`config.mk`:
```
export PLATFORM = sky130hd
export DESIGN_NAME = serial_peripheral_unit
export DESIGN_NICKNAME = d
export VERILOG_FILES = /design/src/logic/spu_pkg.sv /design/src/logic/serial_peripheral_unit.sv
export SDC_FILE = /design/constraint.sdc
export NUM_CORES = 1
export LEC_CHECK = 0
export ABC_AREA = 1
export BUFFER_PORTS_ARGS = -buffer_cell sky130_fd_sc_hd__buf_2
export CAP_MARGIN = 20
export CORE_ASPECT_RATIO = 0.7
export CORE_MARGIN = 1
export CORE_UTILIZATION = 55
export DETAILED_ROUTE_END_ITERATION = 6
export PLACE_DENSITY = 0.75
export RECOVER_POWER = 25
export SLEW_MARGIN = 20
export SYNTH_ARGS = -nofsm -noshare
export SYNTH_HDL_FRONTEND = slang
export SYNTH_SLANG_ARGS = --single-unit
```
`constraint.sdc`:
```
create_clock -name core_clk_in -period 13.75 [get_ports core_clk_in]
set_clock_uncertainty 0.1 [all_clocks]
set_input_delay 1.375 -clock core_clk_in [delete_from_list [all_inputs] [get_ports core_clk_in]]
set_output_delay 1.375 -clock core_clk_in [all_outputs]
set_load 0.02 [all_outputs]
```
`src/logic/spu_pkg.sv`:
```
// constants, register layout and carrier types of the serial peripheral unit
package spu_pkg;
    localparam int          ADDR_W       = 4;
    localparam logic [3:0]  OFS_DATA     = 4'h0;
    localparam logic [3:0]  OFS_STATUS   = 4'h4;
    localparam logic [3:0]  OFS_CONTROL  = 4'h8;
    // control bit positions
    localparam int          CB_ENABLE    = 0;
    localparam int          CB_TX_ONLY   = 1;
    localparam int          CB_PAR_EN    = 2;
    localparam int          CB_PAR_ODD   = 3;
    localparam int          CB_TX_IE     = 4;
    localparam int          CB_RX_IE     = 5;
    localparam int          CB_ERR_IE    = 6;
    // status bit positions
    localparam int          SB_TX_EMPTY  = 0;
    localparam int          SB_RX_FULL   = 1;
    localparam int          SB_OVERRUN   = 2;
    localparam int          SB_PAR_ERR   = 3;
    localparam int          SB_BUSY      = 4;
    localparam logic [6:0]  CONTROL_RST  = 7'h00;
    localparam logic [31:0] DATA_RST     = 32'h0000_0000;
    // transfer geometry: 24 bits, shifted in at bit 8
    localparam logic [4:0]  XFER_LAST    = 5'h17;
    localparam int          PAR_BIT      = 23;
    localparam int          RX_IN_BIT    = 8;

    typedef struct packed {
        logic [ADDR_W-1:0] addr;
        logic [31:0]       wdata;
        logic              wr;
        logic              rd;
    } reg_req_s;

    typedef struct packed {
        logic tx_irq;
        logic rx_irq;
        logic err_irq;
    } irq_s;
endpackage : spu_pkg

```
`src/logic/serial_peripheral_unit.sv`:
```
// data path, buffers and flags of the serial peripheral unit
//
// The plain strobed port and the register addresses were decided locally.
`timescale 1ns/1ns
module serial_peripheral_unit (
    // clock and reset
    input  wire logic                 core_clk_in,
    input  wire logic                 sys_rst_in,
    // register port
    input  wire spu_pkg::reg_req_s    reg_req_in,
    output logic [31:0]               reg_rdata_out,
    // serial link
    input  wire logic                 serial_clock_line_in,
    input  wire logic                 frame_select_n_in,
    input  wire logic                 serial_data_in,
    output logic                      serial_data_out,
    // interrupt requests
    output spu_pkg::irq_s             irq_out
);
    import spu_pkg::*;

    typedef struct packed {
        logic [31:0] tx_buf;
        logic [31:0] rx_buf;
        logic [31:0] shift;
        logic [31:0] rdata;
        logic        tx_full;
        logic        sr_empty;
        logic        rx_full;
        logic        overrun;
        logic        par_err;
        logic        ovr_seen;
        logic        perr_seen;
        logic        busy;
        logic [4:0]  bit_cnt;
        logic [6:0]  control;
        logic [2:0]  sclk_sync;
        logic [2:0]  sel_sync;
        logic [1:0]  sdi_sync;
        logic        sdo;
    } state_s;

    state_s cur;
    state_s next_cur;

    function automatic logic [31:0] bit_reverse(input logic [31:0] v);
        logic [31:0] r;
        r = '0;
        for (int i = 0; i < 32; i++) begin
            r[i] = v[31-i];
        end
        return r;
    endfunction : bit_reverse

    // parity over the 23 data bits below the parity position
    function automatic logic parity_of(input logic [31:0] v, input logic odd);
        return (^v[PAR_BIT-1:0]) ^ odd;
    endfunction : parity_of

    logic        enabled;
    logic        tx_only;
    logic        par_en;
    logic        par_odd;
    logic        sclk_rise;
    logic        sel_fall;
    logic        sel_rise;
    logic        xfer_end;
    logic        hit_data;
    logic        hit_status;
    logic        hit_control;
    logic [31:0] tx_word;
    logic [31:0] rx_word;
    logic [31:0] status_word;

    assign enabled     = cur.control[CB_ENABLE];
    assign tx_only     = cur.control[CB_TX_ONLY];
    assign par_en      = cur.control[CB_PAR_EN];
    assign par_odd     = cur.control[CB_PAR_ODD];
    // edges are judged on the second and third stages only
    assign sclk_rise   = cur.sclk_sync[1] & ~cur.sclk_sync[2];
    assign sel_fall    = ~cur.sel_sync[1] & cur.sel_sync[2];
    assign sel_rise    = cur.sel_sync[1] & ~cur.sel_sync[2];
    assign xfer_end    = cur.busy & sclk_rise & (cur.bit_cnt == XFER_LAST);
    assign hit_data    = (reg_req_in.addr == OFS_DATA);
    assign hit_status  = (reg_req_in.addr == OFS_STATUS);
    assign hit_control = (reg_req_in.addr == OFS_CONTROL);
    assign rx_word     = bit_reverse(cur.shift);

    always_comb begin
        tx_word = cur.tx_buf;
        if (par_en) begin
            tx_word[PAR_BIT] = parity_of(cur.tx_buf, par_odd);
        end
        status_word = '0;
        status_word[SB_TX_EMPTY] = ~cur.tx_full;
        status_word[SB_RX_FULL]  = cur.rx_full;
        status_word[SB_OVERRUN]  = cur.overrun;
        status_word[SB_PAR_ERR]  = cur.par_err;
        status_word[SB_BUSY]     = cur.busy;
    end

    always_comb begin
        next_cur = cur;
        next_cur.sclk_sync = {cur.sclk_sync[1:0], serial_clock_line_in};
        next_cur.sel_sync  = {cur.sel_sync[1:0], frame_select_n_in};
        next_cur.sdi_sync  = {cur.sdi_sync[0], serial_data_in};

        // register reads: data one cycle later
        next_cur.rdata = '0;
        if (reg_req_in.rd) begin
            if (hit_data) begin
                next_cur.rdata = cur.rx_buf;
                next_cur.rx_full = 1'b0;
            end else if (hit_status) begin
                next_cur.rdata = status_word;
                if (cur.overrun) begin
                    next_cur.ovr_seen = 1'b1;
                end
                if (cur.par_err) begin
                    next_cur.perr_seen = 1'b1;
                end
            end else if (hit_control) begin
                next_cur.rdata = {25'h0, cur.control};
            end
        end

        // register writes
        if (reg_req_in.wr) begin
            if (hit_data && !cur.tx_full && enabled) begin
                next_cur.tx_buf  = reg_req_in.wdata;
                next_cur.tx_full = 1'b1;
            end
            // a data write with the buffer full falls through untouched
            if (hit_status) begin
                if (!reg_req_in.wdata[SB_OVERRUN] && cur.ovr_seen) begin
                    next_cur.overrun  = 1'b0;
                    next_cur.ovr_seen = 1'b0;
                end
                if (!reg_req_in.wdata[SB_PAR_ERR] && cur.perr_seen) begin
                    next_cur.par_err   = 1'b0;
                    next_cur.perr_seen = 1'b0;
                end
            end
            if (hit_control) begin
                next_cur.control = reg_req_in.wdata[6:0];
            end
        end

        // load only when idle; a transfer starting unloaded sends the bits shifted in by the last frame
        if (cur.tx_full && cur.sr_empty && !cur.busy) begin
            next_cur.shift    = bit_reverse(tx_word);
            next_cur.tx_full  = 1'b0;
            next_cur.sr_empty = 1'b0;
        end

        // serial link: shift on each sampled clock rise while a frame is busy
        if (!enabled) begin
            next_cur.busy = 1'b0;
        end else if (sel_fall) begin
            next_cur.busy    = 1'b1;
            next_cur.bit_cnt = '0;
        end else if (sel_rise) begin
            // frame dropped early: abandon without touching buffers
            next_cur.busy = 1'b0;
        end else if (cur.busy && sclk_rise) begin
            next_cur.shift[31:RX_IN_BIT] =
                {cur.shift[30:RX_IN_BIT], cur.sdi_sync[1]};
            next_cur.bit_cnt = cur.bit_cnt + 5'h01;
        end

        if (xfer_end) begin
            next_cur.busy     = 1'b0;
            next_cur.sr_empty = 1'b1;
            next_cur.shift[31:RX_IN_BIT] =
                {cur.shift[30:RX_IN_BIT], cur.sdi_sync[1]};
            if (!tx_only) begin
                if (cur.overrun) begin
                    next_cur.rx_full = 1'b0;
                end else if (cur.rx_full) begin
                    next_cur.overrun  = 1'b1;
                    next_cur.ovr_seen = 1'b0;
                    next_cur.rx_full  = 1'b1;
                end else begin
                    next_cur.rx_buf  = bit_reverse(next_cur.shift);
                    next_cur.rx_full = 1'b1;
                    if (par_en && (bit_reverse(next_cur.shift)[PAR_BIT] !=
                        parity_of(bit_reverse(next_cur.shift), par_odd))) begin
                        next_cur.par_err   = 1'b1;
                        next_cur.perr_seen = 1'b0;
                    end
                end
            end
        end

        // disabled unit holds no pending transmit data; judged on the new
        // control value so the flag follows a disabling write at once
        if (!next_cur.control[CB_ENABLE]) begin
            next_cur.tx_full = 1'b0;
        end
        next_cur.sdo = next_cur.shift[31];
    end

    always_ff @(posedge core_clk_in or posedge sys_rst_in) begin
        if (sys_rst_in) begin
            cur           <= '0;
            cur.tx_buf    <= DATA_RST;
            cur.rx_buf    <= DATA_RST;
            cur.sr_empty  <= 1'b1;
            cur.control   <= CONTROL_RST;
            cur.sel_sync  <= 3'h7;
        end else begin
            cur <= next_cur;
        end
    end

    assign reg_rdata_out   = cur.rdata;
    assign serial_data_out = cur.sdo;
    assign irq_out.tx_irq  = ~cur.tx_full & cur.control[CB_TX_IE];
    assign irq_out.rx_irq  = cur.rx_full & cur.control[CB_RX_IE];
    assign irq_out.err_irq = (cur.overrun | cur.par_err)
                             & cur.control[CB_ERR_IE];
endmodule : serial_peripheral_unit

```
Yosys cells after proc, flatten, opt, wreduce, memory -nomap -nowiden

Index checks and enable logic that the tools add are counted.

Register bits after elaboration: 157
Bits of input ports: 43
Output and inout port bits: 36
Word-level logic and storage cells: 113

Add/sub/neg operators: 1
Eq/ne operators: 8
Multiplexer cells: 45
Bitwise logic cells: 18
Reduce and logical (&&, ||, !) cells: 22

Operators with widths:

| operator              | number |
|---|---|
| $mux W24              | 5 |
| $mux W32              | 3 |
| $reduce_xor A23 Y1    | 2 |
| $mux W1               | 23 |
| $mux W7               | 3 |
| $mux W5               | 3 |
| $mux W4               | 3 |
| $and A1 B1 Y1         | 8 |
| $logic_and A1 B1 Y1   | 8 |
| $mux W2               | 4 |
| $not A1 Y1            | 7 |
| $mux W6               | 1 |
| $reduce_and A2 Y1     | 3 |
| $add A5 B1 Y5 const B | 1 |
| $eq A5 B5 Y1 const B  | 1 |
| $eq A4 B3 Y1 const B  | 1 |
| $eq A4 B4 Y1 const B  | 1 |
| $logic_not A1 Y1      | 4 |
| $logic_not A4 Y1      | 1 |
| $ne A4 B1 Y1 const B  | 1 |
| $reduce_and A4 Y1     | 1 |
| $reduce_bool A2 Y1    | 2 |
| $ne A3 B1 Y1 const B  | 1 |
| $ne A3 B2 Y1 const B  | 1 |
| other kinds (5)       | 6 |

Longest topological paths before layout

Gate-level depths: netlist (run 1).

Word-level depth: 12
Mapped depth: 15
Mapped depth without buffers: 15

Worst setup path after synthesis (run 1)

OpenSTA, ideal clock, no wires.

Path kind: input to register
Start: in reg_req_in[35] (netlist name)
End: reg cur[125] (netlist name)
Library setup time: 0.122 ns
Arrival: 2.442 ns
Data required time: 13.528 ns
Slack: 11.086 ns
Stages on the path: 8
Path buffers: 2
Cell sequence: nor2_2 inv_2 nor3_4 inv_2 nor4_2 buf_4 buf_4 o21ai_1

Longest elaborated chain between the ends: 4

RTL lines:

| what                             | RTL line                      | source |
|---|---|---|
| start: declaration               | serial_peripheral_unit.sv:10  | `input wire spu_pkg::reg_req_s reg_req_in,` |
| $logic_not A4 Y1                 | serial_peripheral_unit.sv:84  | `assign hit_data = (reg_req_in.addr == OFS_DATA);` |
| $logic_and A1 B1 Y1 (2 in a row) | serial_peripheral_unit.sv:129 | `if (hit_data && !cur.tx_full && enabled) begin` |
| $reduce_and A2 Y1 (no line)      | --                            |  |
| end signal: assignment           | serial_peripheral_unit.sv:212 | `cur <= next_cur;` |
| end: declaration                 | serial_peripheral_unit.sv:43  | `state_s cur;` |

Every way passes these cells.
A chain may end at the register's enable or synchronous reset.

==> results, run 1 <==
- The run finished, with violations left.
- The checks that failed: max-capacitance violations, max-slew violations.
- Counting flops and latches in the post-synthesis netlist gives 156.
- The floorplan step defined a die boundary enclosing 13,800 um^2.
- The number of clock buffers added by TritonCTS is 17.
- Static timing analysis puts the maximum clock frequency at 237 MHz.
- The number of placed I/O pins is 79.
- Power spread over the standard cell area amounts to 154 nW/um^2.
- The root buffer cell chosen for the clock tree is sky130_fd_sc_hd__clkbuf_16.
- The layout overhead on the synthesized area is 10.6%.
- Max-cap violations in this run came to 2.
- The category of the most critical setup path is input pin to asynchronous set/reset pin.
- The max-slew headroom at the worst pin is -150%.
- The minimum period implied by the final worst setup slack is 4.21 ns.
- The number of standard-cell rows in the floorplan is 34.
- The worst setup path is captured at an asynchronous set/reset pin.
- The number of global-route vias before repair is 5,283.
- The count of nets left with antenna violations once routing finished came out at 0.
- During synthesis, Yosys emitted a total of 0 warnings.
- The number of antenna repair diodes is 0.
- The initial antenna violation count is 0.
- Global routing used 23.7% of the available tracks across all layers.
- The slew of the pin with the lowest slew margin is 3.73 ns.
- The overall die width is 140 um.
- The final HPWL from detailed placement is 10.0 mm.
- In this run, post-CTS repair resized a total of 0 instances.
- Counting distinct cell types in the post-synthesis netlist gives 39.
- The wire length of the first global-routing pass is 25.4 mm.
- The critical path arrival is 4.55 ns.
- The congestion estimate from routability-driven global placement came to 0.821.
- The clock network burns 35.6% of the power.
- The total core area is 12,700 um^2.
- The routed layout has 5,599 vias.
- The part of the Yosys area used for sequential elements is 53.4%.
- Cells with a size suffix above 1 make up 13.6% of the layout.
- The clock tree from TritonCTS is yes.
- The DRC violation count after routing is 0.
- Summed over all nets, the switching power comes to 0.408 mW.
- The met2 routed wirelength is 6.66 mm.
- The count of buffers inserted at the top-level ports is 78.
- A synthesized cell averages 8.23 um^2.
- The internal cell power is 0.838 mW.
- The first TritonRoute pass finished after 5 iterations.
- The die boundary height is 98.5 um.
- STA classifies the critical path startpoint as an input pin.
- The cell count after synthesis came out at 889.
- Among all stages on the critical path, the largest delay is contributed by sky130_fd_sc_hd__clkinvlp_2.
- The maximum number of buffers from clock root to sink is 2.
- The via count normalized by instance count is 5.07.
- Of the total power, the share spent switching nets is 32.7%.
- The number of stages on the worst hold path is 0.
- The mapped netlist covers 7320 um^2.
- The largest single stage delay on the critical path is 2.08 ns.
- IR analysis of the VDD net gives a maximum drop of 0.000104 V.
- Setup repair after global routing left no endpoint under its margin.
- For this run, the post-layout net count is 974.
- Of all nets on the critical path, the largest fanout is 88.
- The number of setup violations in the final report is 0.
- After detailed routing, no signal wire sits above met4.
- The number of setup buffers added after CTS is 0.
- CTS saw 156 sinks.
- Data on the critical path is required at its endpoint by 14.09 ns.
- The final total negative setup slack is 0 ns.
- The post-route met1 wirelength is 7.53 mm.
- For this configuration, the core starts out at a cell density of 57.7%.
- The clock transition at the registers of the reported paths is 0.07 ns.
- For this design, the CTS-stage hold fixing added 0 buffers.
- The combinational share of power is 20.5%.
- The met3 wirelength from detailed routing is 681 um.
- The pin count of the biggest net entering global routing is 89.
- CTS built an H-tree with a depth of 4.
- The routed wirelength normalized by instance count is 13.6 um.
- The residual overflow from global routing is 0.
- The aggregate routed wire length is 15.0 mm.
- The number of pins exceeding their max-slew limit in the final report is 137.
- After layout, the worst path uses 30.6% of the clock period.
- The number of cells on the worst reg-to-reg path is 6.
- The starting DRC count in detailed routing is 363.
- Clock latency on the worst-skew pair, taken at its later pin, is 0.43 ns.
- The part of the power in registers is 43.9%.
- The critical path goes through buf_2, clkinvlp_2, buf_4.
- The number of failing hold endpoints at the final stage is 0.
- The classification of the worst-slack hold path is register to register.
- The analysis attributes to cell leakage a power of 4.18 nW.
- Synthesis produced a netlist with a net count of 933.
- Hold timing on the final database bottoms out at a slack of 0.255 ns.
==> metrics by stage <==
step                      area, um^2  util, %  total power, mW  setup WS, ns  std cells
after floorplan                 7320        -            0.744          8.08        889
after global placement          7550     59.5            0.800         10.02       1072
after detailed placement        7550     59.5            0.809          9.92       1072
after CTS                       8100     63.9             1.25         10.36       1104
after global routing            8090     63.8             1.32          8.82       1105
final                           8090     63.8             1.25          9.54       1105
==> routing by layer <==
metal	up-vias	track usage (%)
li1	2864	-
met1	2584	34.9
met2	133	35.9
met3	18	4.62
met4	0	6.76
met5	-	0
==> cells in the mapped netlist (all sizes together) <==
cell type / instances / area (um^2)
a21oi: 18 / 90.1
a221oi: 1 / 8.76
a22o: 1 / 8.76
a32o: 2 / 20.0
buf: 54 / 390
clkbuf: 8 / 30.0
dfrtp: 152 / 3800
dfstp: 4 / 105
ha: 1 / 12.5
inv: 116 / 435
mux2: 1 / 11.3
nand2: 295 / 1110
nand3: 26 / 135
nand3b: 1 / 7.51
nand4: 2 / 12.5
nor2: 55 / 211
nor3: 9 / 61.3
nor4: 2 / 25.0
o2111ai: 1 / 8.76
o211a: 1 / 10.0
o211ai: 23 / 173
o21a: 8 / 60.1
o21ai: 91 / 455
o22ai: 4 / 25.0
o311ai: 2 / 17.5
o31ai: 1 / 7.51
or2: 2 / 12.5
xnor2: 6 / 52.6
xor2: 2 / 17.5
==> placed cells by master, fill, tap and decap left out, types with 2 or more instances in the layout <==
cell,n
sky130_fd_sc_hd__a21oi_1,18
sky130_fd_sc_hd__a32o_1,2
sky130_fd_sc_hd__buf_2,78
sky130_fd_sc_hd__buf_4,4
sky130_fd_sc_hd__clkbuf_1,2
sky130_fd_sc_hd__clkbuf_16,17
sky130_fd_sc_hd__clkinvlp_4,5
sky130_fd_sc_hd__dfrtp_1,152
sky130_fd_sc_hd__dfstp_2,3
sky130_fd_sc_hd__inv_1,112
sky130_fd_sc_hd__inv_2,3
sky130_fd_sc_hd__inv_6,4
sky130_fd_sc_hd__inv_8,4
sky130_fd_sc_hd__nand2_1,295
sky130_fd_sc_hd__nand3_1,25
sky130_fd_sc_hd__nand4_1,2
sky130_fd_sc_hd__nor2_1,53
sky130_fd_sc_hd__nor2_2,2
sky130_fd_sc_hd__nor3_1,8
sky130_fd_sc_hd__o211ai_1,23
sky130_fd_sc_hd__o21a_1,8
sky130_fd_sc_hd__o21ai_0,13
sky130_fd_sc_hd__o21ai_1,78
sky130_fd_sc_hd__o22ai_1,4
sky130_fd_sc_hd__o311ai_0,2
sky130_fd_sc_hd__xnor2_1,6
sky130_fd_sc_hd__xor2_1,2
==> kinds of logic (layout without fill, tap and decap cells) <==
logic type / after synthesis / in the layout / synth area share, %
and+or+nand+nor: 392 / 392 / 21.5
xor gates and xnor gates: 8 / 8 / 0.958
adders and majority gates: 1 / 1 / 0.171
buffers and inverters: 178 / 232 / 11.7
AOI/OAI and AO/OA: 153 / 153 / 12.1
DFF: 156 / 156 / 53.4
muxes: 1 / 1 / 0.154
==> power by group through the flow <==
| stage | registers (mW) | logic (mW) | clock network [mW] |
|---|---|---|---|
| after floorplan | 0.545 | 0.199 | 0 |
| after global placement | 0.552 | 0.248 | 0 |
| after detailed placement | 0.554 | 0.255 | 0 |
| after CTS | 0.546 | 0.257 | 0.448 |
| after global routing | 0.553 | 0.301 | 0.469 |
| final | 0.547 | 0.256 | 0.443 |
==> path summary, 6_finish.rpt <==
| check | start | to | slack (ns) |
|---|---|---|---|
| hold / removal | cur[1] | cur[2] | 0.25 |
| setup / recovery | sys_rst_in | cur[135] | 9.54 |
| hold reg to reg | cur[1] | cur[2] | 0.25 |
| min in group asynchronous | sys_rst_in | cur[122] | 1.96 |
| max in group core_clk_in | reg_req_in[35] | cur[145] | 10.35 |
| setup reg to reg | cur[27] | cur[89] | 10.59 |
==> registers in the layout (all words and copies together) (netlist names) <==
| signal | count |
|---|---|
| cur | 123 |
| reg_rdata_out | 32 |
| serial_data_out | 1 |
==> worst max-delay path, delay by kind of cell <==
family / cells / cell delay [ns]
buffers and inverters: 3 / 3.13
==> cell type report <==
type	instances	area (um^2)
fill	1080	4590
sequential	156	3910
multi-input combinational	555	2550
timing repair buffer	84	439
inverter	116	437
clock buffer	18	429
tap	162	203
clock inverter	14	126
Power figures use the tool's default switching activity.
==> run 2, diff against run 1 <==
- CORE_UTILIZATION: 55 -> 53
- PLACE_DENSITY: 0.75 -> 0.76
- clock period: 13.75 -> 3.7 ns (I/O delays scaled with it)
==> run 2 against run 1 <==
  * Register-to-register slack got worse by 9.1 ns
  * Power increased to 3.8 times the previous value
  * Wire length increased by 3.4%
  * The run now ends clean
  * Sequential power increased to 3.7 times the previous value
  * Via count increased by 1.3%
  * Global-route usage increased by 0.50 points
  * Die area increased by 3.7%
  * Hold slack got worse by 0.20 ns
==> results, run 2 (synthesis results as in run 1) <==
- The first detailed-routing pass took 5 iterations.
- After detailed routing, the average wire length per cell comes to 13.7 um.
- The overall die width is 142 um.
- Among all stages on the critical path, the largest delay is contributed by sky130_fd_sc_hd__clkbuf_1.
- The wire length of the first global-routing pass is 26.3 mm.
- Cells fill 61.7% of the core in the end.
- The number of pins exceeding their max-slew limit in the final report was 0.
- The number of H-tree levels is 4.
- For this block, the via count after detailed routing is 5,674.
- Counting both buffers and inverters, the worst setup path holds a total of 5.
- The final total negative setup slack is 0 ns.
- The finished cells cover 8210 um^2.
- Setup repair after global routing left no endpoint under its margin.
- The critical path launch point type is an input pin.
- The DRC violation count after routing is 0.
- The maximum cell stage delay along the critical path is 1.03 ns.
- 79 I/O pins were placed.
- The smallest clock period supported by the final layout is computed as 2.63 ns.
- During placement, the flow inserted port buffers numbering 78.
- The number of buffers created by CTS is 17.
- Walking the worst path, the cells encountered are buf_2, nor2_1, clkinv_1, nor3_4, clkbuf_1, inv_2, nor4_4, buf_4, nand2_1, o21ai_1.
- After clock tree synthesis, the clock-pin slew on the worst setup and hold paths is 0.06 ns.
- The overall power of the completed layout is 4.75 mW.
- For this design the static power due to leakage is 4.16 nW.
- The number of antenna diodes in the final layout is 0.
- VDD sags by at most 0.000348 V.
- For this run, the top clock speed supported by timing is 381 MHz.
- The cell family contributing the most delay on the critical path is buffers and inverters.
- The critical path arrival is 2.87 ns.
- The final worst-path cycle share is 71.0%.
- The number of standard-cell rows in the floorplan is 35.
- For this block, the initial DRC count from the detailed router was 456.
- The total placed instance area is 7620 um^2.
- TritonCTS built the clock tree.
- The area growth from synthesis to layout is 12.3%.
- The number of setup violations in the final report is 0.
- The power per cell area is 578 nW/um^2.
- The category of the most critical setup path is input pin to register.
- The register with the most flip-flops in the layout has 123 of them.
- The longest clock path from root to sink contains 2 buffers.
- The endpoint identified for the worst register-to-register timing path is cur[85].
- The die boundary height is 100 um.
- The number of global-route vias before repair came to 5,401.
- The final layout net count is 981.
- The logic depth of the worst setup path including buffers is 10.
- The top cell types in the final layout, fill and taps aside, are 295 x sky130_fd_sc_hd__nand2_1, 152 x sky130_fd_sc_hd__dfrtp_1, 111 x sky130_fd_sc_hd__inv_1.
- CTS placed an instance of sky130_fd_sc_hd__clkbuf_16 at the clock tree root.
- The proportion of layout cells with a drive suffix above 1 is 12.0%.
- The die covers 14,300 um^2.
- In the routed layout, each cell is associated on average with a via count of 5.00.
- The number of failing hold endpoints at the final stage is 0.
- For this design, the sink count on the clock tree is 156.
- The number of cells on the worst reg-to-reg path is 7.
- The initial standard-cell utilization of the core is 55.0%.
- The fill cell instance count of the final layout is 1,189.
- The initial antenna violation count was 0.
- The final HPWL from detailed placement is 10.7 mm.
- The most critical setup path has its endpoint at cur[138].
- Final hold analysis gives a worst-case slack of 0.0562 ns.
- The number of setup buffers added after CTS is 0.
- The critical path startpoint is reg_req_in[35].
- For the pin with the worst max-slew slack, the measured transition is 1.41 ns.
- Wires add up to 15.5 mm.
- The run finished with clean final reports.
- The max-slew headroom at the worst pin is 6.28%.
- The total core area is 13,300 um^2.
- Data on the critical path is required at its endpoint by 3.94 ns.
- STA classifies the critical path endpoint as a register.
- The number of nets with antenna violations after detailed routing is 0.
- The number of maximum-capacitance constraint violations is 0.
- Of all nets on the critical path, the largest fanout is 32.
- The residual overflow from global routing is 0.
- The min-delay analysis places its worst path in the category input pin to register.
- The pin count of the biggest net entering global routing is 72.
- The congestion estimate from routability-driven global placement came to 0.839.
- At the later pin of the worst-skew pair, clock insertion delay measures 0.42 ns.
- The register-to-register setup slack is 1.50 ns.
- Ranked by flip-flop count, first place goes to cur.
- The startpoint of the lowest-slack register-to-register path is cur[16].
- Global routing consumed, over all layers together, 24.2% of the routing resources.
- Leaving out fill and tap cells, the most frequent cell in the layout is sky130_fd_sc_hd__nand2_1.
run 2: changes by cell type in the layout (fill, tap and decap cells not counted), moves of 2 or more:
| cell | previous run | this run |
|---|---|---|
| sky130_fd_sc_hd__buf_2 | 78 | 60 |
| sky130_fd_sc_hd__buf_4 | 4 | 7 |
| sky130_fd_sc_hd__bufinv_16 | 0 | 2 |
| sky130_fd_sc_hd__clkbuf_1 | 2 | 20 |
| sky130_fd_sc_hd__clkinv_2 | 0 | 2 |
| sky130_fd_sc_hd__clkinvlp_4 | 5 | 3 |
| sky130_fd_sc_hd__dlygate4sd3_1 | 0 | 4 |
| sky130_fd_sc_hd__inv_8 | 4 | 2 |
run 2: how the worst min path moves through the flow:
stage                    from       end  slack [ns]  cells after the start
3_3_place_gp           cur[6]    cur[7]        0.23                      0
4_1_cts        reg_req_in[29]  cur[152]        0.05                      3
2_1_floorplan          cur[1]    cur[2]        0.23                      0
6_report       reg_req_in[33]  cur[156]        0.06                      3
5_1_grt         reg_req_in[9]  cur[132]        0.06                      3
3_5_place_dp           cur[6]    cur[7]        0.24                      0
run 2: metrics by stage:
step,instances,setup slack (ns)
after floorplan,889,1.26
final,1135,1.07
after global placement,1099,1.62
after CTS,1135,1.52
after global routing,1135,0.877
after detailed placement,1099,1.53
run 2: worst register-to-register path, stage by stage, from the launching register on:
cell	delay, ns
sky130_fd_sc_hd__dfrtp_1	0.41
sky130_fd_sc_hd__ha_1	0.24
sky130_fd_sc_hd__nand3_1	0.17
sky130_fd_sc_hd__inv_1	0.05
sky130_fd_sc_hd__or2_1	0.23
sky130_fd_sc_hd__inv_2	0.55
sky130_fd_sc_hd__o211ai_1	0.22
sky130_fd_sc_hd__o21ai_1	0.14
run 2: power breakdown:
group / total (mW) / internal, mW / leakage, nW / switching, mW
combinational: 0.975 / 0.337 / 1.84 / 0.638
clock: 1.74 / 1.01 / 0.282 / 0.729
sequential: 2.03 / 1.90 / 2.04 / 0.138
run 2: final cells by class:
type | count | area (um^2) | area share [%]
Sequential cell | 156 | 3910 | 47.6
Tap cell | 185 | 231 | 2.82
Clock buffer | 18 | 429 | 5.23
Inverter | 116 | 437 | 5.32
Clock inverter | 14 | 159 | 1.93
Multi-Input combinational cell | 555 | 2560 | 31.2
Timing Repair Buffer | 91 | 484 | 5.90
run 2: repair_timing:
| item | in CTS | in global routing |
|---|---|---|
| resized for setup | 0 | 0 |
| hold buffers | 4 | 0 |
| hold endpoints to repair | 18 | 0 |
run 2: per-layer routing:
| layer | vias to the layer above | track usage, % | wire [um] |
|---|---|---|---|
| li1 | 2876 | - | - |
| met1 | 2641 | 34.1 | 7590 |
| met2 | 139 | 37.6 | 6920 |
| met3 | 18 | 5.10 | 843 |
| met4 | 0 | 7.78 | 189 |
| met5 | - | 0 | 0 |
==> run 3, diff against run 2 <==
- ABC_AREA: 1 -> 0
- CORE_UTILIZATION: 53 -> 52
- PLACE_DENSITY: 0.76 -> 0.75
- clock period: 3.7 -> 2.4 ns (I/O delays scaled with it)
==> run 3 against run 2 <==
  * The flow now finishes with violations (design-rule violations, max-slew violations)
  * Setup slack got worse by 0.98 ns
  * Global-route usage down 3.4 points
  * Wire length shrank 16%
  * Largest power group unchanged
==> results, run 3 <==
- The register-to-register setup slack is 0.09 ns.
- The via count normalized by instance count is 5.21.
- The worst register-to-register path ends at cur[121].
- The flow ran to the end, but the final reports show violations.
- The most flop-heavy register is cur.
- The critical path launch point type is a register.
- Row generation in the floorplan step produced 34 rows.
- The number of standard cells after synthesis is 533.
- The number of cells on the worst reg-to-reg path is 7.
- After synthesis, the cell types taking the most area are sky130_fd_sc_hd__dfrtp_1 56%, sky130_fd_sc_hd__mux2_2 12%, sky130_fd_sc_hd__xnor2_1 4.5%.
- For the pin with the worst max-slew slack, the measured transition is 1.51 ns.
- TritonCTS built the clock tree.
- After clock tree synthesis, the clock-pin slew on the worst setup and hold paths is 0.06 ns.
- The first global-routing pass estimated 21.7 mm of wire.
- The worst register-to-register path begins at cur[16].
- The residual overflow from global routing is 0.
- After floorplanning, the core was sized to cover 12,600 um^2.
- Ranked by instance count, the synthesized netlist is headed by 152 x sky130_fd_sc_hd__dfrtp_1, 75 x sky130_fd_sc_hd__mux2_2, 35 x sky130_fd_sc_hd__xnor2_1, 33 x sky130_fd_sc_hd__nand2_1, 32 x sky130_fd_sc_hd__buf_4.
- The proportion of layout cells with a drive suffix above 1 is 31.9%.
- The source of the worst hold timing path is reg_req_in[4].
- The number of setup violations in the final report is 0.
- The critical path startpoint is cur[16].
- Of all cell types, the one taking the most synthesized area is sky130_fd_sc_hd__dfrtp_1.
- The routed wirelength normalized by instance count is 16.3 um.
- STA classifies the critical path endpoint as a register.
- When the netlist entered floorplanning its net count stood at 577.
- The max-slew headroom at the worst pin is -0.363%.
- Entering global routing, the biggest net connects 89 pins.
- The worst-skew pair later-pin latency is 0.42 ns.
- Global routing used 20.8% of the available tracks across all layers.
- The data required time at the worst endpoint is 2.60 ns.
- In this run the mean area of a mapped cell was 12.8 um^2.
- The top flip-flop cell by instance count after synthesis is sky130_fd_sc_hd__dfrtp_1.
- The fill cell instance count of the final layout is 909.
- The total number of vias is 4,157.
- The critical path arrival is 2.51 ns.
- The number of flip-flops under the largest register name is 123.
- The min-delay analysis places its worst path in the category input pin to register.
- The repair_antennas step left the layout with diodes totalling 0.
- The final HPWL from detailed placement is 8.41 mm.
- The H-tree generated during clock tree synthesis spans 4 levels.
- Clock tree synthesis selected as its root buffer the cell sky130_fd_sc_hd__clkbuf_16.
- The maximum operating frequency is 433 MHz.
- After the flow finishes, the layout carries non-filler instances totaling 798.
- The number of pins exceeding their max-slew limit in the final report is 68.
- The congestion estimate from routability-driven global placement came to 0.798.
- 79 I/O pins were placed.
- The number of failing hold endpoints at the final stage is 0.
- After the last flow step, the layout net total stands at 667.
- The synthesized design contains 0 enable-type register cells.
- The DRC violation count after routing is 4.
- The mapped netlist covers 6800 um^2.
- In this run the tool buffered the top-level ports with 78 buffer cells.
- The number of global-route vias before repair came to 4,395.
- In the layout the commonest cells are 152 x sky130_fd_sc_hd__dfrtp_1, 77 x sky130_fd_sc_hd__buf_2, 75 x sky130_fd_sc_hd__mux2_2.
- The maximum number of buffers from clock root to sink is 2.
- The first-pass detailed-route iteration total is 7.
- The tool flagged a number of max-cap violations equal to 0.
- In this run the power density over the cells is 826 nW/um^2.
- The die boundary height is 97.7 um.
- The final standard cell utilization of the core is 64.7%.
- VDD sags by at most 0.000540 V.
- The number of synthesized register bits is 156.
- The floorplan die area is 13,500 um^2.
- In the synthesized netlist the async set-or-reset flop fraction comes to 100%.
- The largest fanout on the critical path is 16.
- The total leakage power is 4.17 nW.
- The part of the Yosys area used for sequential elements is 57.5%.
- The initial antenna violation count is 0.
- The layout overhead on the synthesized area is 19.9%.
- The area share of the largest cell type after synthesis is 55.9%.
- The starting DRC count in detailed routing is 222.
- The number of nets with antenna violations after detailed routing is 0.
- The most common cell in the synthesized netlist is sky130_fd_sc_hd__dfrtp_1.
- The die is 139 um wide.
- The count of warnings emitted by yosys is 0.
- For this block, the routed nets add up to 13.0 mm of wire.
- The checks that failed: design-rule violations, max-slew violations.
- The number of stages on the worst hold path is 2.
- The clock period could shrink to 2.31 ns.
- The number of distinct library cells after synthesis is 45.
- The library cell used most frequently in the layout, excluding fill and tap cells, is sky130_fd_sc_hd__dfrtp_1.
- Of the available clock period, the critical path in the final layout requires 96.3%.
- The category of the most critical setup path is register to register.
- CTS saw 156 sinks.
- The endpoint of the worst hold-timing path is cur[11].
- For this configuration, the core starts out at a cell density of 54.0%.
- In this run, placement finished with an instance count of 729.
- The number of clock buffers added by TritonCTS is 17.
run 3: changes by cell type after synthesis, sizes merged, moves of 7 or more:
cell and change:
and2 +26, buf -14, inv -109, mux2 +78, mux2i +29, nand2 -262
nand3 -23, nor2 -36, o211ai -23, o21a -7, o21ai -62, xnor2 +29
run 3: stage by stage:
stage	TNS (ns)	cell area (um^2)	total power [mW]	hold WS (ns)	worst slack [ns]
floorplan	0	6810	3.66	0.144	0.0904
global placement	0	7160	3.89	0.238	0.279
detailed placement	0	7160	3.90	0.238	0.173
CTS	0	8140	6.80	0.0165	0.134
global route	-0.00163	8150	7.00	0.0210	-0.00163
finish	0	8150	6.73	0.0248	0.0889
run 3: what timing repair did:
item / CTS / global route
hold endpoints to repair: 190 / 0
hold buffers: 35 / 0
gates resized for setup: 0 / 3
buffers inserted: 0 / 1
setup endpoints to repair: 0 / 12
run 3: layer usage:
metal	vias up	GRT usage, %	routed length (um)
met1	2094	27.9	6120
met3	12	5.03	411
met2	83	33.5	6370
met4	0	6.50	135
met5	-	0	0
li1	1968	-	-
run 3: logic make-up (layout without fill, tap and decap cells):
kind of cell	count (synthesis)	count (layout)	share of synthesized area [%]
flip-flops	156	156	57.5
multiplexers	108	108	17.3
AND/OR/NAND/NOR	102	102	7.87
AO/OA/AOI/OAI	60	60	5.08
buffers and inverters	60	163	5.48
XOR/XNOR	44	44	6.27
adder cells (fa/ha/maj)	3	3	0.478
run 3: final cells by class:
| class | count | area [um^2] | share of cell area (%) |
|---|---|---|---|
| Timing Repair Buffer | 124 | 848 | 10.4 |
| Inverter | 7 | 27.5 | 0.338 |
| Sequential cell | 156 | 3910 | 47.9 |
| Clock buffer | 21 | 460 | 5.65 |
| Tap cell | 162 | 203 | 2.49 |
| Multi-Input combinational cell | 317 | 2540 | 31.1 |
| Clock inverter | 11 | 166 | 2.04 |
run 3: worst max-delay path by stage:
stage / slack [ns] / depth (start not counted) / to
2_1_floorplan: 0.09 / 1 / cur[100]
3_3_place_gp: 0.28 / 6 / cur[124]
3_5_place_dp: 0.17 / 6 / cur[106]
4_1_cts: 0.13 / 6 / cur[123]
5_1_grt: -0.002 / 7 / cur[110]
6_report: 0.09 / 7 / cur[121]
run 3: report_power, final:
group,switching (mW),leakage [nW],internal [mW]
Combinational,0.382,1.76,0.534
Sequential,0.188,2.10,2.80
Clock,1.04,0.311,1.79
run 3: critical path, cell delays in order, from the launching register on:
cell and delay [ns]:
sky130_fd_sc_hd__dfrtp_1 0.46, sky130_fd_sc_hd__ha_4 0.20, sky130_fd_sc_hd__nand4b_2 0.16, sky130_fd_sc_hd__or2_4 0.30, sky130_fd_sc_hd__nor4_4 0.26, sky130_fd_sc_hd__buf_4 0.18
sky130_fd_sc_hd__clkbuf_16 0.19, sky130_fd_sc_hd__mux2_2 0.34
